**src/verilog/tdba_pkg.sv**
```systemverilog
// Package: constants and carrier types of the timer DMA burst access block
package tdba_pkg;
	localparam logic [7:0] ADDR_CTRL1 = 8'h00;
	localparam logic [7:0] ADDR_DCTRL = 8'h48;
	localparam logic [7:0] ADDR_PORT = 8'h4C;
	localparam logic [7:0] ADDR_STATUS = 8'h50;
	localparam int BASE_LSB = 0;
	localparam int BASE_MSB = 4;
	localparam int LEN_LSB = 8;
	localparam int LEN_MSB = 12;
	localparam int FIELD_W = 5;
	localparam logic [15:0] DCTRL_MASK = 16'h1F1F;
	localparam logic [15:0] DCTRL_RESET = 16'h0000;
	localparam logic [15:0] TREG_RESET = 16'h0000;
	localparam int TIMER_REG_COUNT = 18;
	localparam logic [2:0] HSIZE_BYTE = 3'h0;
	localparam logic [1:0] HTRANS_NONSEQ = 2'h2;

	typedef enum logic [1:0] {
		TDBA_IDLE = 2'b00,
		TDBA_WRITE = 2'b01,
		TDBA_READ_WAIT = 2'b10,
		TDBA_READ_DONE = 2'b11
	} tdba_phase_t;

	typedef struct packed {
		logic [7:0] addr;
		logic write;
		logic [2:0] size;
	} tdba_req_t;

	typedef struct packed {
		logic strobe;
		logic write;
		logic [5:0] index;
		logic [15:0] data;
	} tdba_redirect_t;
endpackage : tdba_pkg

```
**src/verilog/tdba_burst_index.sv**
```systemverilog
// Burst index counter that wraps after the programmed length
`timescale 1ns/100ps
module tdba_burst_index #(
	parameter int WIDTH = 5
) (
	input wire logic hclk,
	input wire logic hresetn,
	input wire logic step,
	input wire logic clear,
	input wire logic [WIDTH-1:0] length,
	output logic [WIDTH-1:0] index,
	output logic last
);
	logic [WIDTH-1:0] next_index;

	assign last = (index == length);

	// Clear wins over step so a reprogrammed burst always starts at zero
	always_comb begin
		if (clear) begin
			next_index = '0;
		end else if (step && last) begin
			next_index = '0;
		end else if (step) begin
			next_index = index + WIDTH'(1);
		end else begin
			next_index = index;
		end
	end

	always_ff @(posedge hclk or negedge hresetn) begin
		if (!hresetn) begin
			index <= '0;
		end else begin
			index <= next_index;
		end
	end
endmodule : tdba_burst_index

```
**src/verilog/tdba_burst_access.sv**
```systemverilog
// Timer DMA burst access: AHB-Lite slave with redirected burst register
//
// Added by the designer: the AHB-Lite slave port.
`timescale 1ns/100ps
module tdba_burst_access #(
	parameter int REG_COUNT = 18
) (
	input wire logic hclk,
	input wire logic hresetn,
	input wire logic hsel,
	input wire logic [31:0] haddr,
	input wire logic [1:0] htrans,
	input wire logic hwrite,
	input wire logic [2:0] hsize,
	input wire logic hready,
	input wire logic [31:0] hwdata,
	output logic hreadyout,
	output logic hresp,
	output logic [31:0] hrdata,
	output tdba_pkg::tdba_redirect_t redirect,
	output logic [4:0] burst_index
);
	import tdba_pkg::*;

	tdba_phase_t phase;
	tdba_phase_t next_phase;
	tdba_req_t req;
	logic [15:0] dctrl;
	logic [15:0] treg [REG_COUNT];
	logic [4:0] base_field;
	logic [4:0] len_field;
	logic [4:0] idx;
	logic idx_last;
	logic trans_active;
	logic accept;
	logic port_hit;
	logic dctrl_hit;
	logic status_hit;
	logic [5:0] direct_sel;
	logic direct_hit;
	logic [7:0] target_addr;
	logic [5:0] target_sel;
	logic target_ok;
	logic byte_access;
	logic [1:0] lane;
	logic [7:0] byte_in;
	logic [15:0] port_wdata;
	logic do_write;
	logic do_read;
	logic idx_step;
	logic idx_clear;
	logic [15:0] target_rdata;
	logic [15:0] direct_rdata;
	logic [15:0] port_rdata;
	logic [31:0] next_hrdata;
	tdba_redirect_t next_redirect;

	// Address phase decode; SEQ is taken like NONSEQ, every transfer is a single here
	assign trans_active = (htrans == HTRANS_NONSEQ) || (htrans == 2'h3);
	assign accept = hsel && trans_active && hready;

	// Data phase decode on the captured request
	assign port_hit = (req.addr[7:2] == ADDR_PORT[7:2]);
	assign dctrl_hit = (req.addr[7:2] == ADDR_DCTRL[7:2]);
	assign status_hit = (req.addr[7:2] == ADDR_STATUS[7:2]);
	assign direct_sel = req.addr[7:2];
	assign direct_hit = (direct_sel < 6'(REG_COUNT));
	assign base_field = dctrl[BASE_MSB:BASE_LSB];
	assign len_field = dctrl[LEN_MSB:LEN_LSB];
	// Byte address of the target; registers sit one word apart
	assign target_addr = ADDR_CTRL1 + {1'b0, base_field, 2'b00} + {1'b0, idx, 2'b00};
	assign target_sel = target_addr[7:2];
	// Targets past the timer map (control, port itself) are not reachable
	assign target_ok = (target_sel < 6'(REG_COUNT));
	assign byte_access = (req.size == HSIZE_BYTE);
	assign lane = req.addr[1:0];
	assign byte_in = 8'(hwdata >> {lane, 3'h0});

	// Byte mode: the byte on the addressed lane, zero-extended into the low half
	assign port_wdata = byte_access ? {8'h00, byte_in} : hwdata[15:0];

	assign do_write = (phase == TDBA_WRITE) && req.write;
	assign do_read = (phase == TDBA_READ_WAIT) && !req.write;
	assign idx_step = (do_write || do_read) && port_hit;
	assign idx_clear = do_write && dctrl_hit;

	assign hreadyout = (phase != TDBA_READ_WAIT);
	assign hresp = 1'b0;
	assign burst_index = idx;

	always_comb begin
		next_phase = TDBA_IDLE;
		unique case (phase)
			TDBA_READ_WAIT: begin
				next_phase = TDBA_READ_DONE;
			end
			TDBA_IDLE, TDBA_WRITE, TDBA_READ_DONE: begin
				if (accept) begin
					next_phase = hwrite ? TDBA_WRITE : TDBA_READ_WAIT;
				end
			end
		endcase
	end

	always_ff @(posedge hclk or negedge hresetn) begin
		if (!hresetn) begin
			phase <= TDBA_IDLE;
		end else begin
			phase <= next_phase;
		end
	end

	// Request held through its data phase, which may stretch over a wait
	always_ff @(posedge hclk or negedge hresetn) begin
		if (!hresetn) begin
			req <= '0;
		end else if (accept) begin
			req <= '{addr: haddr[7:0], write: hwrite, size: hsize};
		end
	end

	tdba_burst_index #(
		.WIDTH(FIELD_W)
	) u_index (
		.hclk(hclk),
		.hresetn(hresetn),
		.step(idx_step),
		.clear(idx_clear),
		.length(len_field),
		.index(idx),
		.last(idx_last)
	);

	// Burst control register; reserved bits held at zero
	always_ff @(posedge hclk or negedge hresetn) begin
		if (!hresetn) begin
			dctrl <= DCTRL_RESET;
		end else if (do_write && dctrl_hit) begin
			dctrl <= hwdata[15:0] & DCTRL_MASK;
		end
	end

	// Timer register file, reached directly or through the burst port
	generate
		for (genvar g = 0; g < REG_COUNT; g++) begin : g_treg
			logic hit_direct;
			logic hit_port;
			logic [15:0] direct_val;

			assign hit_direct = do_write && direct_hit && (direct_sel == 6'(g));
			assign hit_port = do_write && port_hit && target_ok && (target_sel == 6'(g));
			// Direct byte writes touch only their own half; upper lanes ignored
			always_comb begin
				direct_val = hwdata[15:0];
				if (byte_access) begin
					unique case (lane)
						2'h0: begin
							direct_val = {treg[g][15:8], byte_in};
						end
						2'h1: begin
							direct_val = {byte_in, treg[g][7:0]};
						end
						2'h2, 2'h3: begin
							direct_val = treg[g];
						end
					endcase
				end
			end

			always_ff @(posedge hclk or negedge hresetn) begin
				if (!hresetn) begin
					treg[g] <= TREG_RESET;
				end else if (hit_port) begin
					treg[g] <= port_wdata;
				end else if (hit_direct) begin
					treg[g] <= direct_val;
				end
			end
		end
	endgenerate

	// Read path
	assign target_rdata = target_ok ? treg[target_sel[4:0]] : 16'h0000;
	assign direct_rdata = direct_hit ? treg[direct_sel[4:0]] : 16'h0000;
	// Byte reads through the port replicate on all lanes so any lane the master picks is right
	assign port_rdata = byte_access ? {target_rdata[7:0], target_rdata[7:0]} : target_rdata;

	always_comb begin
		next_hrdata = 32'h0000_0000;
		if (port_hit) begin
			next_hrdata = byte_access ? {port_rdata, port_rdata} : {16'h0000, port_rdata};
		end else if (dctrl_hit) begin
			next_hrdata = {16'h0000, dctrl};
		end else if (status_hit) begin
			next_hrdata = {26'h0, idx_last, idx};
		end else if (direct_hit) begin
			next_hrdata = {16'h0000, direct_rdata};
		end
	end

	always_ff @(posedge hclk or negedge hresetn) begin
		if (!hresetn) begin
			hrdata <= 32'h0000_0000;
		end else if (do_read) begin
			hrdata <= next_hrdata;
		end
	end

	// Redirect report to the timer core, one pulse per burst port access to a register on the timer map
	always_comb begin
		next_redirect = '0;
		if (idx_step && target_ok) begin
			next_redirect.strobe = 1'b1;
			next_redirect.write = do_write;
			next_redirect.index = target_sel;
			next_redirect.data = do_write ? port_wdata : target_rdata;
		end
	end

	always_ff @(posedge hclk or negedge hresetn) begin
		if (!hresetn) begin
			redirect <= '0;
		end else begin
			redirect <= next_redirect;
		end
	end
endmodule : tdba_burst_access

```
**config.mk**
```make
export PLATFORM = sky130hd
export DESIGN_NAME = tdba_burst_access
export DESIGN_NICKNAME = d
export VERILOG_FILES = /design/src/verilog/tdba_pkg.sv /design/src/verilog/tdba_burst_index.sv /design/src/verilog/tdba_burst_access.sv
export SDC_FILE = /design/constraint.sdc
export NUM_CORES = 1
export LEC_CHECK = 0
export BUFFER_PORTS_ARGS = -buffer_cell sky130_fd_sc_hd__buf_4
export CELL_PAD_IN_SITES_DETAIL_PLACEMENT = 0
export CELL_PAD_IN_SITES_GLOBAL_PLACEMENT = 1
export CORE_ASPECT_RATIO = 1.4
export CORE_MARGIN = 3
export CORE_UTILIZATION = 49
export CTS_CLUSTER_SIZE = 12
export DETAILED_ROUTE_END_ITERATION = 8
export PLACE_DENSITY = 0.83
export SETUP_SLACK_MARGIN = 0.1
export SYNTH_ARGS = -nofsm -noshare
export SYNTH_HDL_FRONTEND = slang
export SYNTH_SLANG_ARGS = --single-unit
```
**constraint.sdc**
```tcl
create_clock -name hclk -period 4.5 [get_ports hclk]
set_clock_uncertainty 0.1 [all_clocks]
set_input_delay 1.35 -clock hclk [delete_from_list [all_inputs] [get_ports hclk]]
set_output_delay 1.35 -clock hclk [all_outputs]
set_load 0.05 [all_outputs]
```
==> impl_metrics.env <==
export IMPL_status="complete, no violations"
export IMPL_drt_pass1_iter_count=6
export IMPL_fin_nets=2194
export IMPL_final_cell_mix="dfrtp_1, a21oi_1, buf_4"
export IMPL_worst_slew_pin_slew_ns=1.15
export IMPL_setup_violations=0
export IMPL_n_antenna_cell=0
export IMPL_drive_above_1_share_pct=23.0
export IMPL_dieWidth_um=184
export IMPL_rsz0062_at_grt="false"
export IMPL_cp_cell_sequence="ha_1 > nand2_1 > o21ai_1 > a2111o_1 > buf_4 > nor3_4 > buf_4 > nor2_1 > o2bb2ai_1"
export IMPL_syn_avg_cell_area_um2=10.6
export IMPL_final_common_cell="dfrtp_1"
export IMPL_hp_class="flip-flop to flip-flop"
export IMPL_cts_sinks=365
export IMPL_synth_top_area_share_pct=42.2
export IMPL_synth_flop_cell="dfrtp_1"
export IMPL_holdBufCountCts=0
export IMPL_drv_slew=0
export IMPL_die_area_um2=46700
export IMPL_avgRoutedWirePerCell_um=29.1
export IMPL_grt_use_met1_pct=42.0
export IMPL_slew_headroom_pct=23.2
export IMPL_crit_arrival_ns=4.18
export IMPL_fin_crit_sh_pct=85.2
export IMPL_drv_cap=0
export IMPL_grt_pass1_vias=18800
export IMPL_fin_area_um2=24400
export IMPL_required_ns=4.85
export IMPL_drt_iter0_drc=2558
export IMPL_place_area_um2=23300
export IMPL_pin_count=137
export IMPL_post_synth_num_cell_types=75
export IMPL_antenna_found_initial=0
export IMPL_holdWs_ns=0.407
export IMPL_crit_family="compound AO/OA/AOI/OAI gates"
export IMPL_leakage_nw=9.98
export IMPL_critPathSlowestCell="a2111o_1"
export IMPL_syn_inst=2032
export IMPL_startpoint_type="flip-flop"
export IMPL_rows=90
export IMPL_synth_edf_count=0
export IMPL_power_density_nw_per_um2=434
export IMPL_r2r_start="u_index.index[3]"
export IMPL_numPortBuffers=110
export IMPL_fillers=3683
export IMPL_viasPerCell=7.07
export IMPL_clockBufferDepth=3
export IMPL_totalWireLength_um=78200
export IMPL_synth_area_leaders="dfrtp_1, mux4_2, a21oi_1"
export IMPL_min_from="hrdata[17]"
export IMPL_p_total_mw=10.6
export IMPL_start_util_pct=49.9
export IMPL_netlist_area_um2=21600
export IMPL_clkTransAtPathRegs_ns=0.06
export IMPL_max_freq_mhz=261
export IMPL_path_common_cell="buf_4"
export IMPL_track_usage_pct=33.1
export IMPL_max_stage_delay_ns=0.92
export IMPL_coreArea_um2=43400
export IMPL_overflow=0
export IMPL_gp_congestion=0.957
export IMPL_cts_setup_buffers=0
export IMPL_final_util_pct=56.2
export IMPL_busiest_layer="met2"
export IMPL_cp_max_fo=12
export IMPL_root_buffer="clkbuf_16"
export IMPL_area_growth_pct=12.7
export IMPL_cts_buffers=39
export IMPL_endpoint_kind="flip-flop"
export IMPL_via_count=19000
export IMPL_clock_latency_ns=0.55
export IMPL_met2_usage_pct=55.8
export IMPL_timing_critical_path_from="u_index.index[3]"
export IMPL_grt_pass1_wl_um=118000
export IMPL_grt_max_degree=89
export IMPL_min_period_ns=3.83
export IMPL_cts_resized=0
export IMPL_synthArstFlopShare_pct=100
export IMPL_antenna_left=0
export IMPL_ys_ff_latch=365
export IMPL_yosysTopAreaCell="dfrtp_1"
export IMPL_crit_type="flip-flop to flip-flop"
export IMPL_synth_seq_area_share_pct=42.2
export IMPL_path_buf_inv=2
export IMPL_drc=0
export IMPL_hold_violations=0
export IMPL_yosys_warnings=0
export IMPL_setup_tns_ns=0
export IMPL_vdd_drop_max_mv=0.253
export IMPL_cts_tree="yes"
export IMPL_r2r_setup_slack_ns=0.67
export IMPL_place_hpwl_um=57700
export IMPL_die_h_um=255
export IMPL_htreeDepth=2
export IMPL_use_met3_pct=6.36
-- through the flow --
stage                     worst slack (ns)  cells
after detailed placement             0.730   2624
after global placement               0.735   2624
final                                0.665   2684
after CTS                            0.724   2684
after global routing                 0.406   2684
after floorplan                       1.03   2033
-- final timing paths --
check / end / cells after the start
hold / removal: hrdata[17] / 2
hold reg to reg: hrdata[17] / 2
min in group asynchronous: treg[10] / 1
max in group asynchronous: treg[20] / 2
setup / recovery: treg[81] / 9
setup reg to reg: treg[81] / 9
-- final cells by class --
type	count	area, µm²	area share, %
multi-input cells	1484	11700	48.1
flip-flops and latches	365	9140	37.5
repair buffers	215	1670	6.86
clock buffers	55	1090	4.46
well taps	552	691	2.83
clock inverters	5	32.5	0.133
inverters	8	30.0	0.123
-- tightest hold or removal path: cells and delay by family (launching register included) --
family / cells / cell delay (ns)
AO/OA/AOI/OAI: 1 / 0.06
flip-flops: 1 / 0.35
AND/OR/NAND/NOR: 1 / 0.05
-- synthesized netlist by cell type, types with 6 or more instances --
cell and count:
o31ai_1 13, a22oi_1 7, nand2b_1 9, nand4_1 8, a32oi_1 8, nor2_1 109
a2bb2oi_1 32, o21ai_0 121, buf_1 10, and2_0 9, buf_2 42, mux4_2 132
inv_1 8, buf_4 18, and3_1 12, or2_2 16, o2bb2ai_1 112, clkbuf_1 103
o21ai_1 15, nand3_1 80, ha_1 6, mux2i_1 52, nor4_4 13, nand2_1 136
xnor2_1 7, dfrtp_1 365, a21oi_1 306, mux2_2 34, o22a_1 104, o221ai_1 16
nor3_1 28, a31oi_1 8, o211ai_1 22
-- logic make-up (layout without fill, tap and decap cells) --
kind of cell	Yosys count	after routing	synth area share (%)
compound gates	786	786	23.9
simple gates	461	461	11.2
flops	365	365	42.2
mux	218	218	17.9
buf+inv	184	283	3.87
xor+xnor	10	10	0.405
fa+ha+maj	7	7	0.440
other cells	1	2	0.0173
-- state kept, by name, summed over array words and instances, names as in the netlist, 4 cells and up --
| register | count |
|---|---|
| req | 4 |
| hrdata | 24 |
| treg | 288 |
| u_index.index | 5 |
| direct_sel | 6 |
| redirect | 24 |
| dctrl | 10 |
-- per-layer routing --
metal	up-vias	part of all wire, %
met1	9576	37
li1	8039	-
met3	213	9.0
met4	0	4.7
met5	-	0
met2	1141	49
-- report_power, final --
group / internal (mW) / total [mW] / leakage [nW] / switching, mW
Combinational: 1.44 / 3.43 / 4.57 / 2.00
Sequential: 3.72 / 4.13 / 4.85 / 0.411
Clock: 1.67 / 3.01 / 0.550 / 1.34
Total: 6.82 / 10.6 / 9.98 / 3.75
Power figures use the tool's default switching activity.
